===== src/common/uebc_pkg.sv =====
package uebc_pkg;
	localparam int          UEBC_NUM_EP          = 5;
	localparam logic [7:0]  UEBC_ADDR_BUF_STATUS = 8'hc2;
	localparam logic [7:0]  UEBC_ADDR_BUF_CTRL   = 8'hc1;
	localparam logic [7:0]  UEBC_ADDR_BANK_SEL   = 8'hd2;
	localparam logic [7:0]  UEBC_ADDR_DATA_WIN   = 8'hc4;
	localparam logic [7:0]  UEBC_ADDR_OFFSET     = 8'hc5;
	localparam logic [7:0]  UEBC_RST_BUF_STATUS  = 8'h20;
	localparam logic [7:0]  UEBC_RST_BUF_CTRL    = 8'h00;
	localparam logic [7:0]  UEBC_RST_BANK_SEL    = 8'h00;
	localparam logic [7:0]  UEBC_RST_OFFSET      = 8'h00;
	localparam int          UEBC_BIT_USB_FULL    = 7;
	localparam int          UEBC_BIT_CPU_FULL    = 6;
	localparam int          UEBC_BIT_WAY         = 5;
	localparam int          UEBC_BIT_STATUS_ACK  = 4;
	localparam int          UEBC_BIT_PRED_RD     = 3;
	localparam int          UEBC_BIT_PRED_WR     = 2;
	localparam int          UEBC_BIT_CLEAR       = 1;
	localparam int          UEBC_BIT_HANDOFF     = 0;
	localparam int          UEBC_BIT_HALT        = 7;
	localparam int          UEBC_BIT_IRQ_GATE    = 6;
	localparam int          UEBC_BIT_SOF_FLUSH   = 5;
	localparam int          UEBC_BIT_AUTO_STEP   = 4;
	localparam int          UEBC_BIT_DOUBLE_BUF  = 3;
	localparam int          UEBC_FIFO_DEPTH      = 8;
	typedef enum logic [2:0] {
		UEBC_MEM_IDLE  = 3'b001,
		UEBC_MEM_FETCH = 3'b010,
		UEBC_MEM_STORE = 3'b100
	} uebc_mem_state_t;
endpackage : uebc_pkg


===== src/verilog/uebc_fifo.sv =====
`timescale 1ns/100ps
`default_nettype none
module uebc_fifo #(
	parameter int WIDTH = 8,
	parameter int DEPTH = 8
) (
	input  wire logic             mclk,
	input  wire logic             rst_n,
	input  wire logic [WIDTH-1:0] inData,
	input  wire logic             inValid,
	output logic                  inReady,
	output logic [WIDTH-1:0]      outData,
	output logic                  outValid,
	input  wire logic             outReady
);
	localparam int AW = $clog2(DEPTH);
	logic [WIDTH-1:0] mem [DEPTH];
	logic [AW-1:0]    wrPtr_r, wrPtr_nxt, rdPtr_r, rdPtr_nxt;
	logic [AW:0]      count_r, count_nxt;
	logic             doWr, doRd;

	// Full and empty follow the occupancy count
	assign inReady  = (count_r != (AW+1)'(DEPTH));
	assign outValid = (count_r != '0);
	assign outData  = mem[rdPtr_r];
	assign doWr     = inValid && inReady;
	assign doRd     = outValid && outReady;

	always_comb begin
		wrPtr_nxt = wrPtr_r;
		rdPtr_nxt = rdPtr_r;
		count_nxt = count_r;
		if (doWr) begin
			wrPtr_nxt = (wrPtr_r == AW'(DEPTH-1)) ? '0 : wrPtr_r + AW'(1);
		end
		if (doRd) begin
			rdPtr_nxt = (rdPtr_r == AW'(DEPTH-1)) ? '0 : rdPtr_r + AW'(1);
		end
		if (doWr && !doRd) begin
			count_nxt = count_r + (AW+1)'(1);
		end else if (doRd && !doWr) begin
			count_nxt = count_r - (AW+1)'(1);
		end
	end

	always_ff @(posedge mclk) begin
		if (!rst_n) begin
			wrPtr_r <= '0;
			rdPtr_r <= '0;
			count_r <= '0;
		end else begin
			wrPtr_r <= wrPtr_nxt;
			rdPtr_r <= rdPtr_nxt;
			count_r <= count_nxt;
		end
	end

	always_ff @(posedge mclk) begin
		if (doWr) begin
			mem[wrPtr_r] <= inData;
		end
	end
endmodule : uebc_fifo
`default_nettype wire


===== src/verilog/uebc_endpoint_ctrl.sv =====
// What this block does
// [RULE_01] Five identical endpoint control and status register sets, endpoints zero to four.
// [RULE_02] Halt bit set means the endpoint is stalled; clear means normal.
// [RULE_03] Endpoint zero halt clears itself on the next setup token.
// [RULE_04] Endpoint combined interrupt raised only while its interrupt gate is set.
// [RULE_05] With autoflush on, frame start hands off the CPU-side buffer.
// [RULE_06] Auto-step advances the access offset after each data window access.
// [RULE_07] Every offset change fetches the memory byte into the data window.
// [RULE_08] Double buffer select picks dual buffers when set, single when clear.
// [RULE_09] Software writes the bank select register before banked accesses.
// [RULE_10] Status bit 7 reports the USB-side buffer full flag.
// [RULE_11] Status bit 6 reports the CPU-side buffer full flag.
// [RULE_12] Status bit 5 records the last transfer direction.
// [RULE_13] Status ack enable makes next status phase ACK unless halted.
// [RULE_14] Successful status phase clears the enable and raises no status request.
// [RULE_15] Status ack enable always reads as zero.
// [RULE_16] Software should halt endpoint zero on a corrupted control transfer.
// [RULE_17] Read prediction sets read direction only while both buffers are empty.
// [RULE_18] Wrong prediction gives no error; observed USB direction wins.
// [RULE_19] Software never combines both predictions, nor either with clear.
// [RULE_20] Write prediction sets write direction under the same empty condition.
// [RULE_21] Clear strobe zeroes offset and both full flags, keeps direction.
// [RULE_22] Clear with status ack enable keeps it set; clear alone resets it.
// [RULE_23] Handoff strobe tags CPU-side buffer full or empty, self-clears.
// [RULE_24] Bank select chooses which endpoint set the shared addresses reach.
`timescale 1ns/100ps
`default_nettype none
module uebc_endpoint_ctrl
	import uebc_pkg::*;
#(
	parameter int NUM_EP   = uebc_pkg::UEBC_NUM_EP,
	parameter int MEM_AW   = 8,
	parameter int FIFO_DEP = uebc_pkg::UEBC_FIFO_DEPTH
) (
	input  wire logic              mclk,
	input  wire logic              rst_n,
	input  wire logic [7:0]        sfrAddr,
	input  wire logic [7:0]        sfrWrData,
	input  wire logic              sfrWr,
	input  wire logic              sfrRd,
	output logic [7:0]             sfrRdData,
	output logic [MEM_AW-1:0]      memAddr,
	output logic                   memRd,
	output logic                   memWr,
	output logic [7:0]             memWrData,
	input  wire logic [7:0]        memRdData,
	input  wire logic              memRdValid,
	input  wire logic              memWrReady,
	input  wire logic              sofSeen,
	input  wire logic              setupSeen,
	input  wire logic [2:0]        usbEp,
	input  wire logic              usbXferDone,
	input  wire logic              usbXferToHost,
	input  wire logic              usbSideEmpty,
	input  wire logic              statusPhase,
	input  wire logic              statusPhaseOk,
	input  wire logic [NUM_EP-1:0] irqRequestsAny,
	output logic [NUM_EP-1:0]      endpointHalt,
	output logic [NUM_EP-1:0]      doubleBufferSelect,
	output logic [NUM_EP-1:0]      endpointIrq,
	output logic                   statusAck,
	output logic                   statusNack,
	output logic                   statusRequestIrq,
	output logic                   cpuWriteReady
);
	import uebc_pkg::*;

	logic [7:0]        ctrl_r      [NUM_EP];
	logic [7:0]        ctrl_nxt    [NUM_EP];
	logic [NUM_EP-1:0] usbFull_r, usbFull_nxt, cpuFull_r, cpuFull_nxt;
	logic [NUM_EP-1:0] way_r, way_nxt, ackEn_r, ackEn_nxt;
	logic [2:0]        bank_r, bank_nxt;
	logic [MEM_AW-1:0] offset_r, offset_nxt;
	logic [7:0]        window_r, window_nxt;
	logic [7:0]        rdData_r, rdData_nxt;
	logic [NUM_EP-1:0] halt_r, dbl_r, irq_r;
	logic              ack_r, nack_r, sti_r;
	uebc_mem_state_t   mst_r, mst_nxt;
	logic              winWr, winRd, fetchReq;
	logic              fifoValid;
	logic [MEM_AW+7:0] fifoData;
	logic              fifoReady;
	logic              fifoPop;
	logic              fetchPend_r, fetchPend_nxt;

	function automatic logic hitAddr(input logic [7:0] a, input logic [7:0] ref_a);
		hitAddr = (a == ref_a);
	endfunction : hitAddr

	assign winWr    = sfrWr && hitAddr(sfrAddr, UEBC_ADDR_DATA_WIN);
	assign winRd    = sfrRd && hitAddr(sfrAddr, UEBC_ADDR_DATA_WIN);

	// Head leaves the FIFO only when its store lands
	assign fifoPop  = (mst_r == UEBC_MEM_STORE) && memWrReady;

	// CPU writes into USB memory pass through the FIFO
	// Each entry keeps its own offset, since auto-step moves on at once
	uebc_fifo #(
		.WIDTH (MEM_AW + 8),
		.DEPTH (FIFO_DEP)
	) uFifo (
		.mclk     (mclk),
		.rst_n    (rst_n),
		.inData   ({offset_r, sfrWrData}),
		.inValid  (winWr),
		.inReady  (fifoReady),
		.outData  (fifoData),
		.outValid (fifoValid),
		.outReady (fifoPop)
	);

	// Register file, per endpoint state
	always_comb begin
		bank_nxt   = bank_r;
		offset_nxt = offset_r;
		fetchReq   = 1'b0;
		rdData_nxt = rdData_r;
		usbFull_nxt = usbFull_r;
		cpuFull_nxt = cpuFull_r;
		way_nxt     = way_r;
		ackEn_nxt   = ackEn_r;
		for (int e = 0; e < NUM_EP; e++) begin
			ctrl_nxt[e] = ctrl_r[e];
		end
		if (sfrWr && hitAddr(sfrAddr, UEBC_ADDR_BANK_SEL)) begin
			bank_nxt = sfrWrData[2:0];
		end
		if (sfrWr && hitAddr(sfrAddr, UEBC_ADDR_OFFSET)) begin
			offset_nxt = sfrWrData[MEM_AW-1:0];
			fetchReq   = 1'b1; // [RULE_07]
		end
		for (int e = 0; e < NUM_EP; e++) begin
			logic sel;
			logic handoff;
			logic empties;
			sel     = (bank_r == 3'(e)); // [RULE_24]
			handoff = 1'b0;
			empties = !usbFull_r[e] && !cpuFull_r[e];
			if (sel && (winWr || winRd) && ctrl_r[e][UEBC_BIT_AUTO_STEP]) begin
				offset_nxt = offset_r + MEM_AW'(1); // [RULE_06]
				fetchReq   = 1'b1; // [RULE_07]
			end
			if (sel && sfrWr && hitAddr(sfrAddr, UEBC_ADDR_BUF_CTRL)) begin
				ctrl_nxt[e] = sfrWrData; // [RULE_01]
			end
			if (sofSeen && ctrl_r[e][UEBC_BIT_SOF_FLUSH]) begin
				handoff = 1'b1; // [RULE_05]
			end
			if (sel && sfrWr && hitAddr(sfrAddr, UEBC_ADDR_BUF_STATUS)) begin
				if (sfrWrData[UEBC_BIT_HANDOFF]) begin
					handoff = 1'b1; // [RULE_23]
				end
				if (sfrWrData[UEBC_BIT_STATUS_ACK]) begin
					ackEn_nxt[e] = 1'b1;
				end else if (sfrWrData[UEBC_BIT_CLEAR]) begin
					ackEn_nxt[e] = 1'b0; // [RULE_22]
				end
				if (sfrWrData[UEBC_BIT_CLEAR]) begin
					offset_nxt     = UEBC_RST_OFFSET[MEM_AW-1:0]; // [RULE_21]
					fetchReq       = 1'b1;
					usbFull_nxt[e] = 1'b0;
					cpuFull_nxt[e] = 1'b0;
				end else if (empties && sfrWrData[UEBC_BIT_PRED_RD]) begin
					way_nxt[e] = 1'b1; // [RULE_17]
				end else if (empties && sfrWrData[UEBC_BIT_PRED_WR]) begin
					way_nxt[e] = 1'b0; // [RULE_20]
				end
			end
			if (handoff) begin
				// Toward host the CPU buffer fills, from host it empties
				cpuFull_nxt[e] = way_r[e];
			end
			if (usbXferDone && usbEp == 3'(e)) begin
				way_nxt[e]     = usbXferToHost; // [RULE_18]
				usbFull_nxt[e] = !usbSideEmpty;
			end
			if (e == 0 && setupSeen && usbEp == 3'h0) begin
				ctrl_nxt[e][UEBC_BIT_HALT] = 1'b0; // [RULE_03]
				usbFull_nxt[e] = 1'b0;
				cpuFull_nxt[e] = 1'b0;
				way_nxt[e]     = 1'b0;
			end
			if (statusPhaseOk && usbEp == 3'(e) && ackEn_r[e]) begin
				ackEn_nxt[e] = 1'b0; // [RULE_14]
			end
		end
		if (sfrRd) begin
			rdData_nxt = 8'h00;
			for (int e = 0; e < NUM_EP; e++) begin
				if (bank_r == 3'(e) && hitAddr(sfrAddr, UEBC_ADDR_BUF_STATUS)) begin
					rdData_nxt[UEBC_BIT_USB_FULL] = usbFull_r[e]; // [RULE_10]
					rdData_nxt[UEBC_BIT_CPU_FULL] = cpuFull_r[e]; // [RULE_11]
					rdData_nxt[UEBC_BIT_WAY]      = way_r[e]; // [RULE_12]
					rdData_nxt[UEBC_BIT_STATUS_ACK] = 1'b0; // [RULE_15]
				end
				if (bank_r == 3'(e) && hitAddr(sfrAddr, UEBC_ADDR_BUF_CTRL)) begin
					rdData_nxt = ctrl_r[e];
				end
			end
			if (hitAddr(sfrAddr, UEBC_ADDR_BANK_SEL)) begin
				rdData_nxt = {5'h00, bank_r};
			end
			if (hitAddr(sfrAddr, UEBC_ADDR_DATA_WIN)) begin
				rdData_nxt = window_r;
			end
			if (hitAddr(sfrAddr, UEBC_ADDR_OFFSET)) begin
				rdData_nxt = 8'(offset_r);
			end
		end
	end

	// Memory sequencer: drains FIFO writes, refetches the window
	always_comb begin
		mst_nxt       = mst_r;
		window_nxt    = window_r;
		fetchPend_nxt = fetchPend_r || fetchReq;
		unique case (mst_r)
			UEBC_MEM_IDLE: begin
				if (fifoValid && memWrReady) begin
					mst_nxt = UEBC_MEM_STORE;
				end else if (fetchPend_nxt) begin
					mst_nxt       = UEBC_MEM_FETCH;
					fetchPend_nxt = 1'b0;
				end
			end
			UEBC_MEM_STORE: begin
				if (memWrReady) begin
					mst_nxt       = UEBC_MEM_FETCH;
					fetchPend_nxt = 1'b0;
				end
			end
			UEBC_MEM_FETCH: begin
				if (memRdValid) begin
					window_nxt = memRdData; // [RULE_07]
					mst_nxt    = UEBC_MEM_IDLE;
				end
			end
			default: mst_nxt = UEBC_MEM_IDLE;
		endcase
	end

	always_ff @(posedge mclk) begin
		if (!rst_n) begin
			for (int e = 0; e < NUM_EP; e++) begin
				ctrl_r[e] <= UEBC_RST_BUF_CTRL;
			end
			usbFull_r <= '0;
			cpuFull_r <= '0;
			way_r     <= {NUM_EP{UEBC_RST_BUF_STATUS[UEBC_BIT_WAY]}};
			ackEn_r   <= '0;
			bank_r    <= UEBC_RST_BANK_SEL[2:0];
			offset_r  <= UEBC_RST_OFFSET[MEM_AW-1:0];
			window_r  <= 8'h00;
			rdData_r  <= 8'h00;
			mst_r     <= UEBC_MEM_IDLE;
			fetchPend_r <= 1'b0;
		end else begin
			for (int e = 0; e < NUM_EP; e++) begin
				ctrl_r[e] <= ctrl_nxt[e];
			end
			usbFull_r <= usbFull_nxt;
			cpuFull_r <= cpuFull_nxt;
			way_r     <= way_nxt;
			ackEn_r   <= ackEn_nxt;
			bank_r    <= bank_nxt;
			offset_r  <= offset_nxt;
			window_r  <= window_nxt;
			rdData_r  <= rdData_nxt;
			mst_r     <= mst_nxt;
			fetchPend_r <= fetchPend_nxt;
		end
	end

	// Registered outputs toward serial engine and interrupt logic
	always_ff @(posedge mclk) begin
		if (!rst_n) begin
			halt_r <= '0;
			dbl_r  <= '0;
			irq_r  <= '0;
			ack_r  <= 1'b0;
			nack_r <= 1'b0;
			sti_r  <= 1'b0;
		end else begin
			for (int e = 0; e < NUM_EP; e++) begin
				halt_r[e] <= ctrl_nxt[e][UEBC_BIT_HALT]; // [RULE_02]
				dbl_r[e]  <= ctrl_nxt[e][UEBC_BIT_DOUBLE_BUF]; // [RULE_08]
				irq_r[e]  <= irqRequestsAny[e] && ctrl_r[e][UEBC_BIT_IRQ_GATE]; // [RULE_04]
			end
			ack_r  <= statusPhase && usbEp < 3'(NUM_EP) && ackEn_r[usbEp] && !halt_r[usbEp]; // [RULE_13]
			nack_r <= statusPhase && usbEp < 3'(NUM_EP) && !ackEn_r[usbEp] && !halt_r[usbEp];
			sti_r  <= statusPhase && usbEp < 3'(NUM_EP) && !ackEn_r[usbEp] && !halt_r[usbEp]; // [RULE_14]
		end
	end

	assign sfrRdData          = rdData_r;
	assign memAddr            = (mst_r == UEBC_MEM_STORE) ? fifoData[MEM_AW+7:8] : offset_r;
	assign memRd              = (mst_r == UEBC_MEM_FETCH);
	assign memWr              = (mst_r == UEBC_MEM_STORE);
	assign memWrData          = fifoData[7:0];
	assign endpointHalt       = halt_r;
	assign doubleBufferSelect = dbl_r;
	assign endpointIrq        = irq_r;
	assign statusAck          = ack_r;
	assign statusNack         = nack_r;
	assign statusRequestIrq   = sti_r;
	assign cpuWriteReady      = fifoReady;
endmodule : uebc_endpoint_ctrl
`default_nettype wire


===== config.mk =====
export PLATFORM = sky130hd
export DESIGN_NAME = uebc_endpoint_ctrl
export DESIGN_NICKNAME = d
export VERILOG_FILES = /design/src/common/uebc_pkg.sv /design/src/verilog/uebc_fifo.sv /design/src/verilog/uebc_endpoint_ctrl.sv
export SDC_FILE = /design/constraint.sdc
export NUM_CORES = 1
export LEC_CHECK = 0
export BUFFER_PORTS_ARGS = -buffer_cell sky130_fd_sc_hd__buf_4
export CORE_ASPECT_RATIO = 1.75
export CORE_MARGIN = 3
export CORE_UTILIZATION = 30
export CTS_BUF_LIST = sky130_fd_sc_hd__clkbuf_8
export CTS_CLUSTER_SIZE = 12
export DETAILED_ROUTE_END_ITERATION = 10
export SLEW_MARGIN = 20
export SYNTH_ARGS = -nofsm -noshare
export SYNTH_HDL_FRONTEND = slang
export SYNTH_HIERARCHICAL = 1
export SYNTH_SLANG_ARGS = --single-unit

===== constraint.sdc =====
create_clock -name mclk -period 3.4 [get_ports mclk]
set_clock_uncertainty 0.2 [all_clocks]
set_input_delay 0 -clock mclk [delete_from_list [all_inputs] [get_ports mclk]]
set_output_delay 0 -clock mclk [all_outputs]
set_load 0.01 [all_outputs]

==> flow_summary.toml <==
[floorplanning]
io_pins = 90
die_w_um = 150.7
start_util_pct = 30.42
fp.dieH_um = 259.3
die_area_um2 = 39080
core_um2 = 36140
rows = 92

[cells_and_area]
nets = 1127
drive_above_1_share_pct = 21.51
final_common_cell = "edfxtp_1"
fillers = 3570
syn2layout_area_growth_pct = 24.28
layout_common_cells = "edfxtp_1, buf_4, dfxtp_1"

[place]
globalplace.congestion = 0.8700
portBuffers = 89
hpwl_mm = 21.60
dp_slack_ns = 0.3597

[global_route]
grt_use_met1_pct = 16.83
grt_pass1_wl_mm = 48.55
use_met2_pct = 29.66
busiest_layer = "met2"
grt.overflow.total = 0
antenna_found_initial = 1
gr-usage-met3_pct = 2.218
grt_pass1_vias = 8462
grt_max_degree = 40
grt_usage_pct = 16.04

[cts]
cts_root_buf = "clkbuf_8"
htree_levels = 2
cts.sinks = 239
cts_buffers = 35
clkTransAtPathRegs_ns = 0.06
cts_tree = "yes"
clockBufferDepth = 3
clk_latency_ns = 0.54
postCtsSetupBuffers = 0

[detailed_routing]
ant_nets = 0
routed_wl_mm = 31.41
vias = 8230
firstDrtPassIters = 5
wl_per_cell_um = 20.03
vias_per_cell = 5.249
drtIter0Drc = 612
drcViolationCount = 0

[logic_synthesis]
synth_seq_cells = 239
synth_edf_count = 128
synth_top_area_share_pct = 34.96
postSynthCellCount = 906
syn-cell-area_um2 = 11000
synth.avg_cell_area_um2 = 12.14
synthFlopType = "edfxtp_1"
async_flop_share_pct = 0
ys_warn_count = 6
yosys-top-cells-area = "edfxtp_1, dfxtp_1, mux4_1, mux2_2, mux2i_1"
yosysTopAreaCell = "edfxtp_1"
yosysSeqAreaShare_pct = 55.17
synthDistinctLibCells = 79
syn-num-nets = 960

[setup_path]
cp_max_fo = 12
slowest_stage = "mux4_2"
crit_required_ns = 3.59
path_depth = 7
r2r.worst_path.cells = 7
critPathMaxStageDelay_ns = 0.64
cp.buffers_inverters = 2
start_kind = "register"
criticalPathCategory = "register to register"
crit_path_cell_trace = "mux4_2 > a22oi_4 > o22ai_1 > dlygate4sd3_1 > o2111ai_1 > dlygate4sd3_1 > a21oi_1"
arrival_ns = 3.41
critPathTopFamily = "buffers and inverters"
end_kind = "register"
critPathMostFrequentCell = "dlygate4sd3_1"

[pwr]
powerDensity_nw_per_um2 = 410.7
p_seq_share_pct = 54.2
clkPwrFrac_pct = 40.7
p_sw_mw = 1.306
p_int_mw = 4.306
pwr-share-comb_pct = 5.1
vdd_drop_max_mv = 0.2239
leakagePower_nw = 4.871
switching_share_pct = 23.27

[run]
drv_cap = 0

[sta]
final-max-slew-violation-count = 0
rsz0062_at_grt = "false"
finalWorstSetupSlack_ns = 0.1758
setup_tns_ns = 0
min_period_over_period_pct = 94.83
final.min_clock_period_ns = 3.224
slew_headroom_pct = 41.66
worst_pin_slew_ns = 0.8738
setup_viol_count_final = 0
hold_viol = 0
max_freq_mhz = 310.2

[min_path]
holdPathStages = 6
hp-class = "input pin to register"

[status]
status = "finished clean"
==> worst register-to-register path, stage by stage (launching register included) <==
cell           delay [ns]
dfxtp_2              0.51
mux4_2               0.64
a22oi_4              0.25
o22ai_1              0.14
dlygate4sd3_1        0.57
o2111ai_1            0.11
dlygate4sd3_1        0.59
a21oi_1              0.07
==> flip-flops by register name (all words and copies together) (netlist names), 8 cells and up, named ones only <==
register	cells
ctrl_r	31
uFifo/mem	128
sfrRdData	8
offset_r	8
window_r	8
==> layout make-up <==
type | instances | area [um2] | area share (%)
sequential | 239 | 6067 | 44.40
multi-input combinational | 579 | 4547 | 33.27
timing repair buffer | 201 | 1724 | 12.62
tap | 470 | 588.1 | 4.303
clock buffer | 39 | 536.8 | 3.928
clock inverter | 22 | 136.4 | 0.9980
inverter | 17 | 63.81 | 0.4669
antenna | 1 | 2.502 | 0.01831
==> Yosys cell counts (6+ instances only) <==
library cell,number
a211oi_1,6
a21boi_0,7
a21oi_1,53
a22oi_1,10
a31oi_1,12
a32oi_1,10
and2_1,8
and3_1,17
buf_2,14
buf_4,12
clkbuf_1,37
dfxtp_1,111
edfxtp_1,128
ha_1,8
inv_1,13
mux2_2,29
mux2i_1,31
mux4_1,28
mux4_2,11
nand2_1,72
nand2b_1,11
nand3_1,46
nand3b_1,7
nor2_1,67
nor2b_1,9
nor3_1,15
nor3b_1,6
o21ai_0,25
==> cells by family after synthesis <==
family,Yosys count,share of synthesized area [%]
muxes,99,14.74
AOI/OAI and AO/OA,169,10.50
and+or+nand+nor,298,14.33
xor gates and xnor gates,4,0.3187
adders and majority gates,9,1.092
DFF,239,55.17
buffers and inverters,88,3.857
==> power by group through the flow <==
| stage | Clock (mW) | Sequential, mW | Combinational (mW) |
|---|---|---|---|
| floorplan | 0 | 3.10 | 0.114 |
| global placement | 0 | 3.11 | 0.222 |
| detailed placement | 0 | 3.11 | 0.224 |
| CTS | 2.35 | 3.04 | 0.283 |
| global route | 2.45 | 3.04 | 0.305 |
| finish | 2.28 | 3.04 | 0.284 |
==> routing by layer <==
metal,wire (um),up-vias
met4,2031,0
li1,-,3805
met2,16990,275
met1,11140,4047
met5,0,-
met3,1248,103
==> worst paths after layout <==
path	startpoint	endpoint	slack (ns)
min	sfrAddr[1]	sfrRdData[6]	0.04
min reg2reg	ctrl_r[0][10]	ctrl_r[0][10]	0.25
max	bank_r[0]	sfrRdData[4]	0.18
max reg2reg	bank_r[0]	sfrRdData[4]	0.18
==> per-stage QoR <==
stage	util, %	total power, mW	area (um2)	instances	hold WS, ns
6_report	37.81	5.613	13670	1568	0.03557
5_1_grt	37.81	5.802	13670	1568	0.06321
4_1_cts	37.80	5.673	13660	1567	0.005247
3_5_place_dp	33.69	3.331	12180	1425	0.04453
3_3_place_gp	33.69	3.328	12180	1425	0.04500
2_1_floorplan	-	3.216	11000	906	-0.1269
==> what timing repair did <==
item | in CTS | in global routing
resized for setup | 0 | 1
hold endpoints to repair | 175 | 0
hold buffers | 81 | 0
endpoints found under the setup margin | 0 | 1
(Power assumes the default switching activity.)
